## src/hdl/pcmh_pkg.sv

```systemverilog
/*
 * Shared constants for the phase-change memory host controller: the command
 * codes, the status word bit positions, the local register map and the bus
 * timing figures.
 * Assumes a single 125 MHz clock domain and an asynchronous parallel memory.
 */
package pcmh_pkg;
  // ==========================================================================
  // memory command codes
  localparam logic [7:0] CMD_READ_ARRAY = 8'hFF;
  localparam logic [7:0] CMD_LOCK_SETUP = 8'h60;
  localparam logic [7:0] CMD_LOCK_CFM = 8'h01;
  localparam logic [7:0] CMD_UNLOCK_CFM = 8'hD0;
  localparam logic [7:0] CMD_LOCKDOWN_CFM = 8'h2F;
  localparam logic [7:0] CMD_READ_ID = 8'h90;
  localparam logic [7:0] CMD_OTP_SETUP = 8'hC0;
  localparam logic [7:0] CMD_CLEAR_STATUS = 8'h50;
  localparam logic [7:0] CMD_READ_STATUS = 8'h70;
  localparam logic [7:0] CMD_SUSPEND = 8'hB0;
  localparam int unsigned LOCK_STAT_OFS = 2;

  // ==========================================================================
  // operation status word bit positions
  localparam int unsigned LOCKED_ABORT_BIT = 1;
  localparam int unsigned PROG_VOLTAGE_ERROR_BIT = 3;
  localparam int unsigned PROGRAM_FAIL_BIT = 4;
  localparam int unsigned ENGINE_READY_BIT = 7;

  // ==========================================================================
  // orders software may give (ctrl register, op field)
  localparam logic [3:0] OP_LOCK = 4'h0;
  localparam logic [3:0] OP_UNLOCK = 4'h1;
  localparam logic [3:0] OP_LOCKDOWN = 4'h2;
  localparam logic [3:0] OP_READ_LOCK = 4'h3;
  localparam logic [3:0] OP_OTP_PROG = 4'h4;
  localparam logic [3:0] OP_READ_STATUS = 4'h5;
  localparam logic [3:0] OP_CLEAR_STATUS = 4'h6;
  localparam logic [3:0] OP_READ_ARRAY = 4'h7;
  localparam logic [3:0] OP_SUSPEND = 4'h8;

  // ==========================================================================
  // local register map (byte offsets on the apb bus)
  localparam logic [7:0] REG_CTRL = 8'h00;
  localparam logic [7:0] REG_ADDR = 8'h04;
  localparam logic [7:0] REG_WDATA = 8'h08;
  localparam logic [7:0] REG_STAT = 8'h0C;
  localparam logic [7:0] REG_RDATA = 8'h10;
  localparam int unsigned STAT_BUSY = 0;
  localparam int unsigned STAT_REFUSED = 1;
  localparam int unsigned STAT_ERR = 2;
  localparam int unsigned STAT_WORD_LSB = 8;

  // ==========================================================================
  // step kinds of the bus sequencer
  localparam logic [1:0] STEP_DONE = 2'h0;
  localparam logic [1:0] STEP_WRITE = 2'h1;
  localparam logic [1:0] STEP_READ = 2'h2;
  localparam logic [1:0] STEP_POLL = 2'h3;

  // ==========================================================================
  // bus timing
  localparam int unsigned CLK_PERIOD_PS = 8000;
  localparam int unsigned WE_PULSE_NS = 80;
  localparam int unsigned RD_ACCESS_NS = 160;
  localparam int unsigned RECOVER_NS = 40;
  localparam int unsigned WE_PULSE_CYC = (WE_PULSE_NS * 1000 + CLK_PERIOD_PS - 1) / CLK_PERIOD_PS;
  localparam int unsigned RD_ACCESS_CYC = (RD_ACCESS_NS * 1000 + CLK_PERIOD_PS - 1) / CLK_PERIOD_PS;
  localparam int unsigned RECOVER_CYC = (RECOVER_NS * 1000 + CLK_PERIOD_PS - 1) / CLK_PERIOD_PS;

  typedef enum logic [3:0] {
    PH_IDLE = 4'b0001,
    PH_SETUP = 4'b0010,
    PH_ACT = 4'b0100,
    PH_RECOV = 4'b1000
  } pcmh_phase_t;
endpackage

```

## src/hdl/pcmh_host.sv

```systemverilog
/*
 * Host controller for a parallel phase-change memory: takes orders over apb,
 * runs the lock, lock-status, protection-area program and status command
 * sequences on the memory's strobe pins and reports results.
 * Assumes memory inputs are synchronous to sys_clk and one order at a time.
 */
// Function
// - lock change: setup 60h then 01h, D0h or 2Fh at block address
// - lock check: write 90h, then read block base plus two
// - after program or lock the host writes FFh to return to array reads
// - protection program: write C0h, then data at target location
// - host clears status after an error before retrying a lock change or program
// - error bits accumulate; host may check once after a series
// - status refreshes only when chip or output enable toggles between reads
`timescale 1ns/10ps
`default_nettype none
module pcmh_host
  import pcmh_pkg::*;
#(
  parameter int unsigned ADDR_W = 23,
  parameter int unsigned DATA_W = 16
) (
  input wire logic sys_clk,
  input wire logic rst,
  input wire logic psel,
  input wire logic penable,
  input wire logic pwrite,
  input wire logic [7:0] paddr,
  input wire logic [31:0] pwdata,
  output logic [31:0] prdata,
  output logic pready,
  output logic pslverr,
  output logic [ADDR_W-1:0] pcm_addr,
  output logic pcm_ce_n,
  output logic pcm_oe_n,
  output logic pcm_we_n,
  output logic [DATA_W-1:0] pcm_dq_o,
  output logic pcm_dq_oe,
  input wire logic [DATA_W-1:0] pcm_dq_i
);
  // ==========================================================================
  // apb slave
  logic pready_q;
  logic pslverr_q;
  logic [31:0] prdata_q;
  logic [3:0] op_q;
  logic [ADDR_W-1:0] addr_q;
  logic [DATA_W-1:0] wdata_q;
  logic [DATA_W-1:0] rdata_q;
  logic [7:0] status_q;
  logic busy_q;
  logic refused_q;
  logic err_q;

  // one wait state: access phase answered on its second edge
  wire apb_access = psel && penable && !pready_q;
  wire apb_done = psel && penable && pready_q;
  wire hit_ctrl = (paddr == REG_CTRL);
  wire hit_addr = (paddr == REG_ADDR);
  wire hit_wdata = (paddr == REG_WDATA);
  wire hit_stat = (paddr == REG_STAT);
  wire hit_rdata = (paddr == REG_RDATA);
  wire hit_any = hit_ctrl || hit_addr || hit_wdata || hit_stat || hit_rdata;
  wire wr_ctrl = apb_done && pwrite && hit_ctrl && !pslverr_q;
  wire wr_addr = apb_done && pwrite && hit_addr && !busy_q;
  wire wr_wdata = apb_done && pwrite && hit_wdata && !busy_q;
  wire [3:0] new_op = pwdata[3:0];

  // orders that change the array are held back while an error is pending
  wire new_is_change = (new_op == OP_LOCK) || (new_op == OP_UNLOCK) ||
                       (new_op == OP_LOCKDOWN) || (new_op == OP_OTP_PROG);
  wire new_legal = new_op <= OP_SUSPEND;
  wire start = wr_ctrl && !busy_q && new_legal && !(new_is_change && err_q);
  wire refuse = wr_ctrl && !start;

  wire [31:0] stat_word = {16'h0000, status_q, 5'h00, err_q, refused_q, busy_q};
  wire [31:0] rd_mux = hit_ctrl ? {28'h0000000, op_q} :
                       hit_addr ? {{(32 - ADDR_W){1'b0}}, addr_q} :
                       hit_wdata ? {{(32 - DATA_W){1'b0}}, wdata_q} :
                       hit_stat ? stat_word :
                       hit_rdata ? {{(32 - DATA_W){1'b0}}, rdata_q} : 32'h00000000;

  // answer registers
  always_ff @(posedge sys_clk or posedge rst) begin
    if (rst) begin
      pready_q <= 1'b0;
      pslverr_q <= 1'b0;
      prdata_q <= 32'h00000000;
    end else begin
      pready_q <= apb_access;
      pslverr_q <= apb_access && !hit_any;
      prdata_q <= (apb_access && !pwrite) ? rd_mux : prdata_q;
    end
  end

  // software-written order fields; address and data frozen while busy
  always_ff @(posedge sys_clk or posedge rst) begin
    if (rst) begin
      op_q <= OP_READ_ARRAY;
      addr_q <= '0;
      wdata_q <= '0;
    end else begin
      if (start) op_q <= new_op;
      if (wr_addr) addr_q <= pwdata[ADDR_W-1:0];
      if (wr_wdata) wdata_q <= pwdata[DATA_W-1:0];
    end
  end

  // ==========================================================================
  // step table: {kind, plus two, use wdata, code}
  function automatic logic [11:0] step_f(input logic [3:0] op, input logic [1:0] idx);
    logic [7:0] cfm;
    cfm = (op == OP_UNLOCK) ? CMD_UNLOCK_CFM :
          (op == OP_LOCKDOWN) ? CMD_LOCKDOWN_CFM : CMD_LOCK_CFM;
    step_f = {STEP_DONE, 2'b00, 8'h00};
    case (op)
      OP_LOCK, OP_UNLOCK, OP_LOCKDOWN: begin
        case (idx)
          2'd0: step_f = {STEP_WRITE, 2'b00, CMD_LOCK_SETUP};
          2'd1: step_f = {STEP_WRITE, 2'b00, cfm};
          2'd2: step_f = {STEP_WRITE, 2'b00, CMD_READ_ARRAY};
          default: step_f = {STEP_DONE, 2'b00, 8'h00};
        endcase
      end
      OP_READ_LOCK: begin
        case (idx)
          2'd0: step_f = {STEP_WRITE, 2'b10, CMD_READ_ID};
          2'd1: step_f = {STEP_READ, 2'b10, 8'h00};
          2'd2: step_f = {STEP_WRITE, 2'b00, CMD_READ_ARRAY};
          default: step_f = {STEP_DONE, 2'b00, 8'h00};
        endcase
      end
      OP_OTP_PROG: begin
        case (idx)
          2'd0: step_f = {STEP_WRITE, 2'b00, CMD_OTP_SETUP};
          2'd1: step_f = {STEP_WRITE, 2'b01, 8'h00};
          2'd2: step_f = {STEP_POLL, 2'b00, 8'h00};
          default: step_f = {STEP_WRITE, 2'b00, CMD_READ_ARRAY};
        endcase
      end
      OP_READ_STATUS: begin
        case (idx)
          2'd0: step_f = {STEP_WRITE, 2'b00, CMD_READ_STATUS};
          2'd1: step_f = {STEP_POLL, 2'b00, 8'h00};
          default: step_f = {STEP_DONE, 2'b00, 8'h00};
        endcase
      end
      OP_CLEAR_STATUS: begin
        case (idx)
          2'd0: step_f = {STEP_WRITE, 2'b00, CMD_CLEAR_STATUS};
          default: step_f = {STEP_DONE, 2'b00, 8'h00};
        endcase
      end
      OP_READ_ARRAY: begin
        case (idx)
          2'd0: step_f = {STEP_WRITE, 2'b00, CMD_READ_ARRAY};
          2'd1: step_f = {STEP_READ, 2'b00, 8'h00};
          default: step_f = {STEP_DONE, 2'b00, 8'h00};
        endcase
      end
      OP_SUSPEND: begin
        case (idx)
          2'd0: step_f = {STEP_WRITE, 2'b00, CMD_SUSPEND};
          default: step_f = {STEP_DONE, 2'b00, 8'h00};
        endcase
      end
      default: step_f = {STEP_DONE, 2'b00, 8'h00};
    endcase
  endfunction

  // ==========================================================================
  // memory bus sequencer
  pcmh_phase_t ph_q, ph_d;
  logic [1:0] idx_q;
  logic [7:0] cnt_q;
  logic [7:0] cnt_d;

  wire [11:0] step = step_f(op_q, idx_q);
  wire [1:0] kind = step[11:10];
  wire is_write = (kind == STEP_WRITE);
  wire is_poll = (kind == STEP_POLL);
  wire [ADDR_W-1:0] step_addr = addr_q + (step[9] ? ADDR_W'(LOCK_STAT_OFS) : ADDR_W'(0));
  wire [DATA_W-1:0] step_data = step[8] ? wdata_q : {{(DATA_W - 8){1'b0}}, step[7:0]};
  wire [7:0] act_len = is_write ? 8'(WE_PULSE_CYC) : 8'(RD_ACCESS_CYC);
  wire cnt_end = (cnt_q == 8'h01);
  wire sample = (ph_q == PH_ACT) && cnt_end && !is_write;
  wire engine_ready = pcm_dq_i[ENGINE_READY_BIT];
  // keep polling the same step until the engine reports ready
  wire step_repeat = is_poll && !status_q[ENGINE_READY_BIT];
  // the last table row ends the order too, so the index never wraps back to row zero
  wire last_row = (&idx_q) || (step_f(op_q, idx_q + 2'd1) == {STEP_DONE, 2'b00, 8'h00});
  wire seq_end = (ph_q == PH_RECOV) && cnt_end && !step_repeat && last_row;

  // error bits gathered from the status word accumulate until cleared
  wire [7:0] err_mask = 8'((1 << LOCKED_ABORT_BIT) | (1 << PROG_VOLTAGE_ERROR_BIT) |
                           (1 << PROGRAM_FAIL_BIT));
  wire err_seen = sample && is_poll && engine_ready && |(pcm_dq_i[7:0] & err_mask);
  wire clear_done = seq_end && (op_q == OP_CLEAR_STATUS);

  // phase next state
  always_comb begin
    ph_d = ph_q;
    cnt_d = cnt_q;
    case (ph_q)
      PH_IDLE: begin
        if (start) ph_d = PH_SETUP;
      end
      PH_SETUP: begin
        if (kind == STEP_DONE) ph_d = PH_IDLE;
        else begin
          ph_d = PH_ACT;
          cnt_d = act_len;
        end
      end
      PH_ACT: begin
        if (cnt_end) begin
          ph_d = PH_RECOV;
          cnt_d = 8'(RECOVER_CYC);
        end else cnt_d = cnt_q - 8'h01;
      end
      PH_RECOV: begin
        if (cnt_end) ph_d = seq_end ? PH_IDLE : PH_SETUP;
        else cnt_d = cnt_q - 8'h01;
      end
      default: ph_d = PH_IDLE;
    endcase
  end

  // sequencer state; a poll reuses its step after a full strobe release
  always_ff @(posedge sys_clk or posedge rst) begin
    if (rst) begin
      ph_q <= PH_IDLE;
      cnt_q <= 8'h00;
      idx_q <= 2'd0;
    end else begin
      ph_q <= ph_d;
      cnt_q <= cnt_d;
      if (start) idx_q <= 2'd0;
      else if (ph_q == PH_RECOV && cnt_end && !step_repeat) idx_q <= idx_q + 2'd1;
    end
  end

  // pins: strobes all high in recovery so every read is a fresh ce/oe edge
  always_ff @(posedge sys_clk or posedge rst) begin
    if (rst) begin
      pcm_addr <= '0;
      pcm_ce_n <= 1'b1;
      pcm_oe_n <= 1'b1;
      pcm_we_n <= 1'b1;
      pcm_dq_o <= '0;
      pcm_dq_oe <= 1'b0;
    end else begin
      pcm_addr <= (ph_d == PH_ACT) ? step_addr : pcm_addr;
      pcm_dq_o <= (ph_d == PH_ACT) ? step_data : pcm_dq_o;
      pcm_ce_n <= (ph_d != PH_ACT);
      pcm_oe_n <= !((ph_d == PH_ACT) && !is_write);
      pcm_we_n <= !((ph_d == PH_ACT) && is_write);
      pcm_dq_oe <= (ph_d == PH_ACT) && is_write;
    end
  end

  // results and flags; the error set wins over a clear in the same cycle
  always_ff @(posedge sys_clk or posedge rst) begin
    if (rst) begin
      busy_q <= 1'b0;
      refused_q <= 1'b0;
      err_q <= 1'b0;
      status_q <= 8'h00;
      rdata_q <= '0;
    end else begin
      busy_q <= (ph_d != PH_IDLE);
      if (start) refused_q <= 1'b0;
      else if (refuse) refused_q <= 1'b1;
      if (err_seen) err_q <= 1'b1;
      else if (clear_done) err_q <= 1'b0;
      if (sample && is_poll) status_q <= pcm_dq_i[7:0];
      if (sample) rdata_q <= pcm_dq_i;
    end
  end

  assign prdata = prdata_q;
  assign pready = pready_q;
  assign pslverr = pslverr_q;
endmodule // pcmh_host
`default_nettype wire

```

## config.mk

```make
export PLATFORM = sky130hd
export DESIGN_NAME = pcmh_host
export DESIGN_NICKNAME = d
export VERILOG_FILES = /design/src/hdl/pcmh_pkg.sv /design/src/hdl/pcmh_host.sv
export SDC_FILE = /design/constraint.sdc
export NUM_CORES = 1
export LEC_CHECK = 0
export ABC_CLOCK_PERIOD_IN_PS = 10300
export BUFFER_PORTS_ARGS = -buffer_cell sky130_fd_sc_hd__buf_2
export CAP_MARGIN = 20
export CORE_ASPECT_RATIO = 0.9
export CORE_MARGIN = 8
export CORE_UTILIZATION = 60
export DETAILED_ROUTE_END_ITERATION = 8
export MAX_ROUTING_LAYER = met4
export PLACE_DENSITY = 0.85
export SETUP_SLACK_MARGIN = 0.1
export SLEW_MARGIN = 20
export SYNTH_ARGS = -nofsm -noshare
export SYNTH_HDL_FRONTEND = slang
export SYNTH_SLANG_ARGS = --single-unit
```

## constraint.sdc

```tcl
create_clock -name sys_clk -period 10.3 [get_ports sys_clk]
set_clock_uncertainty 0.05 [all_clocks]
set_input_delay 1.03 -clock sys_clk [delete_from_list [all_inputs] [get_ports sys_clk]]
set_output_delay 1.03 -clock sys_clk [all_outputs]
set_load 0.03 [all_outputs]
```

### Word-level counts from Yosys, hierarchy flattened

Cells that the tools add are included.

* register bits: 161
* bits in latches: 0
* memory bits (writable): 0
* bits in read-only memories: 0
* input port bits: 61
* output and inout bits: 77
* word-level logic and storage cells: 161
* memories kept: 0

* add/subtract/negate cells: 3
* multipliers: 0
* divide/modulo/power cells: 0
* $lt $le $gt $ge: 1
* equal/unequal tests: 31
* shift-type cells: 0
* mux-type cells: 42
* bitwise logic cells: 0
* reductions and logical operators: 64

Operator list (count)
* 12-bit one-hot mux with 7 select lines: 2
* 12-bit one-hot mux with 3 select lines: 4
* 12-bit one-hot mux with 2 select lines: 4
* 11-bit one-hot mux with 3 select lines: 2
* 16-bit 2-to-1 mux: 4
* 23-bit 2-to-1 mux: 2
* 11-bit 2-to-1 mux: 4
* 8-bit 2-to-1 mux: 4
* 1-bit logical AND: 29
* 4-bit by 3-bit equality test with 1-bit output (second input constant): 7
* 8-bit one-hot mux with 3 select lines: 1
* 23-bit by 2-bit adder with 23-bit output: 1
* 4-bit by 2-bit equality test with 1-bit output (second input constant): 4
* 8-bit by 4-bit equality test with 1-bit output (second input constant): 2
* 4-bit one-hot mux with 4 select lines: 1
* 4-bit by 1-bit equality test with 1-bit output (second input constant): 3
* 1-bit zero test: 12
* 12-bit zero test: 1
* 4-bit 2-to-1 mux: 3
* 4-bit equality test (second input constant): 2
* 8-bit by 1-bit equality test with 1-bit output (second input constant): 1
* 8-bit by 3-bit equality test with 1-bit output (second input constant): 1
* 8-bit by 5-bit equality test with 1-bit output (second input constant): 1
* 4-bit zero test: 2
* other kinds (21): 44

### Longest topological paths before layout

Gate-level depths: netlist of the first run.

* word-level depth: 16
* depth in mapped cells: 14
* gate-level depth less buffers: 12

### Worst setup path before layout of the first run

OpenSTA, ideal clock, no wires.

* path type: flip-flop to flip-flop
* start point: register idx_q[1]
* end point: register pcm_addr[17]
* arrival: 2715 ps
* data required time: 10174 ps
* slack: 7459 ps
* cell stages (with the launch flop): 15
* path buffers: 2
* cells stage by stage: dfrtp_1 > inv_1 > ha_1 > clkbuf_1 > nor2_1 > nor4_1 > ha_1 > ha_1 > nand2_1 > or2_2 > clkbuf_1 > nor2_1 > nand3_1 > xor2_1 > o21ai_1

* cells in the longest elaborated chain, start to end: 12
* elaborated cells on any way between the ends: 39

Ends and longest elaborated chain
* from (decl): RTL line pcmh_host.sv:174 `logic [1:0] idx_q;`
* from (signal assigned): RTL line pcmh_host.sv:239 `else if (ph_q == PH_RECOV && cnt_end && !step_repeat) idx_q <= idx_q + 2'd1;`
* parallel branches: the longest is 12 deep, another holds 2-bit by 1-bit adder with 2-bit output
* to (signal assigned): RTL line pcmh_host.sv:253 `pcm_addr <= (ph_d == PH_ACT) ? step_addr : pcm_addr;`
* to (decl): RTL line pcmh_host.sv:33 `output logic [ADDR_W-1:0] pcm_addr,`

Parallel ways; which one is timed is not known.
A chain may end at the register's enable or synchronous reset.

### Worst setup path after layout of the first run

* start point: register idx_q[1]
* end point: register rdata_q[5]

* cells in the longest elaborated chain, start to end: 6
* elaborated cells on any way between the ends: 14

Ends and longest elaborated chain
* 2-bit equality test, or another cell as far along: RTL line pcmh_host.sv:118, pcmh_host.sv:126, pcmh_host.sv:134
* 12-bit one-hot mux with 3 select lines, or another cell as far along: RTL line pcmh_host.sv:126 `case (idx)`
* 12-bit one-hot mux with 7 select lines *: RTL line pcmh_host.sv:116 `case (op)`
* 2-bit by 1-bit equality test with 1-bit output *: RTL line pcmh_host.sv:180 `wire is_write = (kind == STEP_WRITE);`
* 1-bit zero test *: RTL line pcmh_host.sv:186 `wire sample = (ph_q == PH_ACT) && cnt_end && !is_write;`
* 1-bit logical AND *: RTL line pcmh_host.sv:186
* to (signal assigned): RTL line pcmh_host.sv:277 `if (sample) rdata_q <= pcm_dq_i;`
* to (decl): RTL line pcmh_host.sv:49 `logic [DATA_W-1:0] rdata_q;`

Mark *: on every way between the ends. The rest lies on a longest branch, timed or not.

==> results.yml, run 1 <==
setup_path:
  r2r-end: "rdata_q[5]"
  crit_start: "idx_q[1]"
  rr_worst_depth: 7
  end_kind: "flip-flop"
  crit_path_max_fanout: 16
  crit_required_ps: 10560
  r2r-start: "idx_q[1]"
  r2r_setup_slack_ps: 6720
  startpoint_type: "flip-flop"
  critical_path_class: "reg2reg"
  cp.arrival_ps: 3840
logic_synthesis:
  synth_edf_count: 0
  synth_seq_cells: 152
  synth_top_area_share_pct: 47.55
  synth_top_cell_by_area: "dfrtp_1"
  syn_avg_cell_area_sq_um: 10.41
  synthArstFlopShare_pct: 100.0
  postSynthCellCount: 733
  synth-seq-area-share_pct: 49.96
  ys.warnings.count: 0
  synth_area_sq_um: 7631
  synth_cell_types: 82
  synthFlopType: "dfrtp_1"
  yosys-top-cells-area: "dfrtp_1, mux2_2, nand2_1"
detailed_routing:
  ant_nets: 0
  routed-via-count: 6159
  wl_per_cell_um: 20.20
  drt-initial-drc-count: 529
  route.detailed.drc: 0
  postRouteWirelength_um: 20400
  first_pass_iters: 5
  vias_per_cell: 6.098
grt:
  grt_antenna_before_repair: 0
  grt_pass1_wl_um: 31770
  grt_usage_pct: 25.35
  grt_pass1_vias: 6042
  grt_max_degree: 79
  overflow: 0
clocking:
  tritoncts: "done"
  post_cts_resized: 0
  htreeDepth: 4
  clk_path_buf_depth: 2
  clk_transition_reported_paths_ps: 60
  worstSkewPairLatency_ps: 430
  clockRootBuffer: "clkbuf_16"
  cts_buffers: 17
  clkSinkCount: 152
  cts_setup_buffers: 0
  cts_hold_buf: 0
flow_run:
  max-cap-violations: 0
floorplanning:
  die_h_um: 123.0
  core_area_sq_um: 12540
  rows: 39
  die_w_um: 134.9
  ios: 138
  start_util_pct: 60.85
  die_area_sq_um: 16590
final_layout:
  post-route-util_pct: 70.37
  final_nets: 905
  regArea_sq_um: 3812
  multi_input_area_sq_um: 3513
  area_growth_pct: 15.64
  layout-drive-gt1-share_pct: 31.01
  fillers: 909
timing:
  setup_viol: 0
  worst_pin_slew_ps: 1007
  min_period_ps: 3579
  tns_ps: 0
  drv_slew: 0
  final_hold_viol_count: 0
  fin_crit_sh_pct: 34.75
  relSlewSlack_pct: 32.59
  rsz0062_at_grt: "false"
  max_freq_mhz: 279.4
worst_hold_path:
  whs_path_depth: 2
  hold_class: "reg2reg"
  min_to: "prdata[22]"
  worstHoldStart: "prdata[22]"
pwr:
  p_per_area_nw_per_um2: 152.6
  peakVddDrop_mv: 0.1854
  p_leak_nw: 4.190
outcome:
  status: "finished clean"
placement:
  port_buffers: 119
  hpwl_um: 14690
  gp_congestion: 0.9187
report_power, final:
| group | switching (mW) | internal (mW) |
|---|---|---|
| logic | 0.0665 | 0.0250 |
| clock network | 0.237 | 0.398 |
| registers | 0.0102 | 0.610 |
| total | 0.314 | 1.03 |
routing by layer:
metal	GRT usage (%)	vias to the layer above	part of all wire, %
li1	-	2819	-
met1	32.13	3040	42
met2	40.01	270	48
met3	5.524	30	7.5
met4	8.269	0	2.0
met5	-	-	0
how the worst max path moves through the flow:
stage,to,cells past startpoint
final,rdata_q[5],7
after global routing,pcm_addr[16],8
after CTS,rdata_q[5],7
after detailed placement,wdata_q[5],6
after global placement,wdata_q[13],6
after floorplan,addr_q[0],1
flip-flops by register name, summed over array words and instances (netlist names):
signal / flops
prdata: 23
pcm_oe_n: 1
rdata_q: 16
pcm_dq_oe: 1
pcm_ce_n: 1
idx_q: 2
cnt_q: 8
busy_q: 1
pcm_dq_o: 16
pslverr: 1
err_q: 1
pcm_we_n: 1
refused_q: 1
status_q: 8
pcm_addr: 23
op_q: 4
pready: 1
addr_q: 23
wdata_q: 16
ph_q: 4
cell families after synthesis:
kind of cell / after synthesis / synth area share (%)
simple gates: 253 / 16.40
compound gates: 158 / 14.38
flops: 152 / 49.96
mux: 71 / 10.43
buf+inv: 65 / 4.460
xor+xnor: 22 / 2.525
fa+ha+maj: 11 / 1.804
other cells: 1 / 0.04914
final cells by class:
| class | instances | area share [%] |
|---|---|---|
| antenna | 1 | 0.02836 |
| clock buffer | 23 | 5.416 |
| clock inverter | 8 | 1.361 |
| inverter | 15 | 0.7231 |
| multi-input combinational | 524 | 39.81 |
| sequential | 152 | 43.20 |
| tap | 164 | 2.325 |
| timing repair buffer | 123 | 7.132 |
critical path, stage by stage, from the launching register on:
cell and delay, ps:
dfrtp_1 540, inv_1 160, ha_1 380, or4bb_1 550
a32oi_2 280, a21bo_2 350, and2_1 710, mux2_2 430
synth_stat cells, types with 14 or more instances:
| library cell | count |
|---|---|
| a22oi_1 | 25 |
| mux2_2 | 64 |
| nor2_1 | 59 |
| nor3_1 | 18 |
| nand2_1 | 90 |
| a31oi_1 | 24 |
| clkbuf_1 | 16 |
| dfrtp_1 | 145 |
| o21ai_0 | 35 |
| nand3_1 | 19 |
| buf_2 | 14 |
cell usage in the layout, fill, tap and decap left out, drive strengths merged, types with 4 or more instances in the layout:
cell    count
buf       123
o211ai      4
o32ai       5
a21o        4
a22oi      25
conb        9
and4        4
nand2b      6
a21oi      12
xor2       13
o21a        4
clkbuf     23
ha         11
o21ai      50
mux2       68
nor4        4
or3         5
nand3      19
and3        5
a221oi      5
nand2     100
nor3       20
a211oi      4
xnor2       9
a31oi      24
dfrtp     145
inv        15
nor2       59
or2         4
dfstp       7
per-stage QoR:
step	instances	hold slack, ps	setup slack [ps]	total power, mW	area, sq um
final	1010	414.6	6721	1.347	8825
after global routing	1009	444.5	6510	1.382	8822
after CTS	1008	416.5	6779	1.352	8811
after detailed placement	977	404.0	6389	0.7230	8213
after global placement	977	395.1	6516	0.7191	8213
after floorplan	741	406.3	5138	0.6858	7661
Note: power is estimated with default switching activity, not from simulation.
==> run 2: changes to the inputs <==
Settings changed: ABC_AREA set to 1, ABC_CLOCK_PERIOD_IN_PS 10300 to 3200, CORE_UTILIZATION 60 to 51, PLACE_DENSITY 0.85 to 0.77.
Clock period 10.3 ns to 3.2 ns, I/O delays scaled along.
==> run 2 against run 1 <==
Effect of this change: power grew to 3.1 times the previous value; sequential share of layout area decreased by 2.0 points; hold slack worse by 330 ps; core utilization shrank 9.8 points; largest cell class unchanged; largest power group unchanged.
==> results.yml, run 2 <==
outcome:
  status: "finished clean"
grt:
  grt_usage_pct: 23.46
  overflow: 0
  grt_pass1_vias: 7084
  grt_max_degree: 60
  grt_pass1_wl_um: 36090
  grt_antenna_before_repair: 0
placement:
  port_buffers: 119
  hpwl_um: 16640
  gp_congestion: 0.9487
  dp_slack_ps: 384.2
  placed_area_sq_um: 8655
timing:
  relSlewSlack_pct: 32.19
  rsz0062_at_grt: "false"
  final_hold_viol_count: 0
  tns_ps: 0
  worst_pin_slew_ps: 1015
  max_freq_mhz: 351.8
  finalWorstSetupSlack_ps: 357.1
  drv_slew: 0
  setup_viol: 0
  fin_crit_sh_pct: 88.84
  min_period_ps: 2843
setup_path:
  crit_path_max_fanout: 40
  critical_path_class: "reg2reg"
  crit_required_ps: 3510
  startpoint_type: "flip-flop"
  r2r_setup_slack_ps: 360
  end_kind: "flip-flop"
  cp.arrival_ps: 3150
final_layout:
  layout-drive-gt1-share_pct: 16.55
  area_growth_pct: 17.22
  insertedDiodeCount: 0
  final_cell_area_sq_um: 9249
  mostFrequentLayoutCells: "nand2_1, dfrtp_1, buf_2"
  fillers: 1385
  final_nets: 1225
  final_common_cell: "nand2_1"
detailed_routing:
  vias_per_cell: 5.316
  route.detailed.drc: 0
  ant_nets: 0
  drt-initial-drc-count: 596
  wl_per_cell_um: 16.28
  postRouteWirelength_um: 22280
  first_pass_iters: 5
  routed-via-count: 7272
logic_synthesis:
  yosys-top-cells-area: "dfrtp_1, nand2_1, inv_1"
  yosys-top-cells-count: "nand2_1, dfrtp_1, inv_1, o21ai_0, nor2_1"
  syn_avg_cell_area_sq_um: 7.638
  synth_top_family_by_area: "simple AND/OR/NAND/NOR gates"
  ys.warnings.count: 0
  synth_area_sq_um: 7890
  synth_seq_cells: 152
  synthSimpleGateAreaFrac_pct: 29.10
  yosys.area_share.xor_xnor_pct: 2.220
  synth_top_area_share_pct: 45.99
  synthArstFlopShare_pct: 100.0
  synth_cell_types: 41
  post-synth-top-count-cell: "nand2_1"
  synth_fa_ha_area_share_pct: 1.744
  postSynthCellCount: 1033
  synthFlopType: "dfrtp_1"
  synth_compound_area_share_pct: 9.404
  synthMuxAreaShare_pct: 0.2854
  synth-seq-area-share_pct: 48.32
  synth_edf_count: 0
  synth_top_cell_by_area: "dfrtp_1"
worst_hold_path:
  hold_class: "in2reg"
floorplanning:
  rows: 43
  start_util_pct: 51.64
  die_h_um: 134
  die_area_sq_um: 19710
  ios: 138
  die_w_um: 147.1
  core_area_sq_um: 15280
clocking:
  clkSinkCount: 152
  tritoncts: "done"
  htreeDepth: 4
  clockRootBuffer: "clkbuf_16"
  worstSkewPairLatency_ps: 430
  cts_buffers: 17
  clk_path_buf_depth: 2
  clk_transition_reported_paths_ps: 60
pwr:
  p_per_area_nw_per_um2: 446.3
  peakVddDrop_mv: 0.3990
  p_leak_nw: 5.099
flow_run:
  max-cap-violations: 0
[run 2: cell types whose count changed after synthesis, moves of 10 or more]
cell     previous run  this run
nand2_1            90       349
inv_1              13       116
mux2_2             64         2
o21ai_0            35        84
nand3_1            19        66
a22oi_1            25         0
a31oi_1            24         0
a21oi_1            12        33
nand4_1             3        19
o21ai_2            10         0
[run 2: cell type report]
| class | instances | area (sq um) | share of cell area [%] |
|---|---|---|---|
| multi-input cells | 727 | 3410 | 36.86 |
| flip-flops and latches | 152 | 3812 | 41.22 |
| clock inverters | 9 | 123.9 | 1.339 |
| repair buffers | 133 | 728.2 | 7.873 |
| inverters | 122 | 464.2 | 5.019 |
| well taps | 202 | 252.7 | 2.733 |
| clock buffers | 23 | 457.9 | 4.951 |
[run 2: logic make-up (layout without fill, tap and decap cells)]
family / after synthesis / in the layout
XOR/XNOR: 20 / 20
AO/OA/AOI/OAI: 140 / 140
buffers and inverters: 162 / 287
other: 1 / 9
multiplexers: 2 / 2
AND/OR/NAND/NOR: 545 / 545
adder cells (fa/ha/maj): 11 / 11
flip-flops: 152 / 152
[run 2: metal layers]
metal,global-route usage (%),vias up,share of wire (%),wire (um)
met2,35.51,285,45,10070
met3,5.219,32,8.2,1822
met1,31.45,3445,45,10040
li1,-,3510,-,-
met5,-,-,0,0
met4,6.169,0,1.5,344
[run 2: what timing repair did]
| action | CTS | global route |
|---|---|---|
| endpoints found under the setup margin | 0 | 1 |
| resized for setup | 0 | 1 |
| buffers inserted | 0 | 0 |
| endpoints found under the hold margin | 18 | 0 |
| hold buffers | 1 | 0 |
[run 2: power by group]
part,switching (mW),internal (mW)
sequential,0.00960,1.94
clock,0.762,1.24
combinational,0.128,0.0499
[run 2: critical path, cell delays in order, from the launching register on]
cell,delay [ps]
dfrtp_1,540
inv_1,160
ha_1,240
buf_4,170
nand3_1,120
o21ai_0,90
nor2_1,120
nand2_2,110
inv_2,110
nand2_4,50
nand2_4,140
nand2_4,240
inv_4,400
nand2_1,110
nand2_1,90
[run 2: worst paths after layout]
check / start / to / cells past startpoint
setup / recovery: idx_q[1] / pcm_dq_o[14] / 14
setup reg to reg: idx_q[1] / pcm_dq_o[14] / 14
hold reg to reg: pcm_addr[7] / pcm_addr[7] / 2
max in group asynchronous: rst / pcm_addr[14] / 4
min in group asynchronous: rst / pcm_dq_o[1] / 3
hold / removal: pcm_dq_i[15] / rdata_q[15] / 3
[run 2: stage by stage]
stage | hold WS [ps] | std cells | power (mW) | utilization, %
2_1_floorplan | 391.0 | 1041 | 2.085 | -
3_3_place_gp | 340.4 | 1335 | 2.154 | 56.64
3_5_place_dp | 335.0 | 1335 | 2.158 | 56.64
4_1_cts | 79.20 | 1368 | 4.147 | 60.51
5_1_grt | 77.00 | 1368 | 4.251 | 60.53
6_report | 85.55 | 1368 | 4.128 | 60.53
==> run 3: changes to the inputs <==
Settings changed: ABC_CLOCK_PERIOD_IN_PS 3200 to 2280.
Clock period 3.2 ns to 2.28 ns, I/O delays scaled along.
==> run 3 against run 2 <==
Effect of this change: non-clock buffer count is 43 higher; power grew 42%; cell count increased by 3.2%; sequential power grew 40%; highest routed layer unchanged; global-route usage decreased by 0.64 points; first-iteration DRC count grew 11%; critical path depth decreased by 1; design area grew 7.3%; critical path type unchanged; sequential share of layout area is 2.8 points lower.
==> results.yml, run 3 (same netlist as run 2, synthesis figures left out) <==
final_layout:
  insertedDiodeCount: 0
  area_growth_pct: 25.75
  final_nets: 1269
  mostFrequentLayoutCells: "nand2_1, dfrtp_1, buf_2"
  multi_input_area_sq_um: 3616
  layout-drive-gt1-share_pct: 22.07
  final_common_cell: "nand2_1"
  fillers: 1339
  regArea_sq_um: 3814
  post-route-util_pct: 64.94
  stdcell_count: 1412
pwr:
  p_leak_nw: 5.401
  p_per_area_nw_per_um2: 590.5
  peakVddDrop_mv: 0.5294
timing:
  drv_slew: 0
  final_hold_viol_count: 0
  setup_viol: 0
  max_freq_mhz: 461.9
  rsz0062_at_grt: "true"
  fin_crit_sh_pct: 94.96
  worst_pin_slew_ps: 790.8
  relSlewSlack_pct: 46.88
  min_period_ps: 2165
  finalWorstSetupSlack_ps: 114.8
grt:
  grt_antenna_before_repair: 0
  grt_pass1_vias: 6993
  grt_max_degree: 94
  grt_pass1_wl_um: 35190
  grt_usage_pct: 22.82
  overflow: 0
clocking:
  worstSkewPairLatency_ps: 430
  clockRootBuffer: "clkbuf_16"
  htreeDepth: 4
  clk_path_buf_depth: 2
  cts_buffers: 17
  clkSinkCount: 152
  tritoncts: "done"
  clk_transition_reported_paths_ps: 60
placement:
  port_buffers: 119
  dp.cells: 1360
  hpwl_um: 16550
  gp_congestion: 0.9262
  dp_slack_ps: -87.79
floorplanning:
  core_area_sq_um: 15280
  die_area_sq_um: 19710
  ios: 138
  rows: 43
  die_w_um: 147.1
  start_util_pct: 51.64
  die_h_um: 134
detailed_routing:
  wl_per_cell_um: 16.15
  drt-initial-drc-count: 663
  route.detailed.drc: 0
  routed-via-count: 7427
  ant_nets: 0
  first_pass_iters: 6
  postRouteWirelength_um: 22800
  vias_per_cell: 5.260
worst_hold_path:
  hold_class: "in2reg"
  worstHoldStart: "pcm_dq_i[7]"
flow_run:
  max-cap-violations: 0
setup_path:
  r2r-start: "op_q[2]"
  cp.arrival_ps: 2430
  end_kind: "flip-flop"
  crit_path_max_fanout: 8
  crit_start: "op_q[2]"
  startpoint_type: "flip-flop"
  r2r_setup_slack_ps: 110
  crit_required_ps: 2540
  critical_path_class: "reg2reg"
outcome:
  status: "finished clean"
run 3: worst max-delay path: stages, from the launching register on:
cell,delay (ps)
dfstp_2,620
nor2_1,100
buf_4,160
nand3_1,90
nand2_1,70
nor2_2,110
nand2_2,120
inv_2,120
nand2_4,70
nand2_8,80
nand2_8,130
buf_4,190
nand2_1,80
nand2_1,50
run 3: layer usage:
metal | vias up | part of all wire (%) | track usage, %
met5 | - | 0 | -
met4 | 0 | 2.1 | 7.244
met3 | 39 | 9.0 | 6.734
met2 | 304 | 45 | 33.55
met1 | 3473 | 43 | 29.88
li1 | 3611 | - | -
run 3: timing repair:
action | in CTS | in global routing
hold buffers | 8 | 0
cloned | 0 | 4
setup buffers | 0 | 8
resized for setup | 7 | 45
hold endpoints to repair | 152 | 0
pin swaps | 1 | 11
setup endpoints to repair | 49 | 66
run 3: final cells by class:
cell class	count	area share, %
Clock inverter	11	1.501
Timing Repair Buffer	176	11.64
Inverter	122	4.893
Sequential cell	152	38.44
Clock buffer	21	4.540
Tap cell	202	2.547
Multi-Input combinational cell	728	36.44
run 3: worst paths after layout:
| kind | depth (start not counted) | endpoint |
|---|---|---|
| min in group asynchronous | 4 | prdata[0] |
| worst min-delay path | 3 | status_q[7] |
| worst max register to register | 13 | pcm_dq_o[7] |
| max in group asynchronous | 4 | wdata_q[11] |
| worst min register to register | 2 | pcm_addr[15] |
| worst max-delay path | 13 | pcm_dq_o[7] |
run 3: metrics by stage:
| stage | TNS, ps | instance area (sq um) | total power [mW] | hold slack [ps] |
|---|---|---|---|---|
| after floorplan | 0 | 7988 | 2.926 | 299.0 |
| after global placement | 0 | 8922 | 3.024 | 332.9 |
| after detailed placement | -2156 | 8922 | 3.028 | 330.0 |
| after CTS | 0 | 9630 | 5.894 | 2.733 |
| after global routing | 0 | 9922 | 6.026 | 9.301 |
| final | 0 | 9922 | 5.859 | 7.259 |
run 3: power by group:
group / internal (mW) / switching [mW] / total (mW)
Combinational: 0.0787 / 0.180 / 0.259
Sequential: 2.72 / 0.0126 / 2.73
Clock: 1.75 / 1.12 / 2.87
Total: 4.55 / 1.31 / 5.86
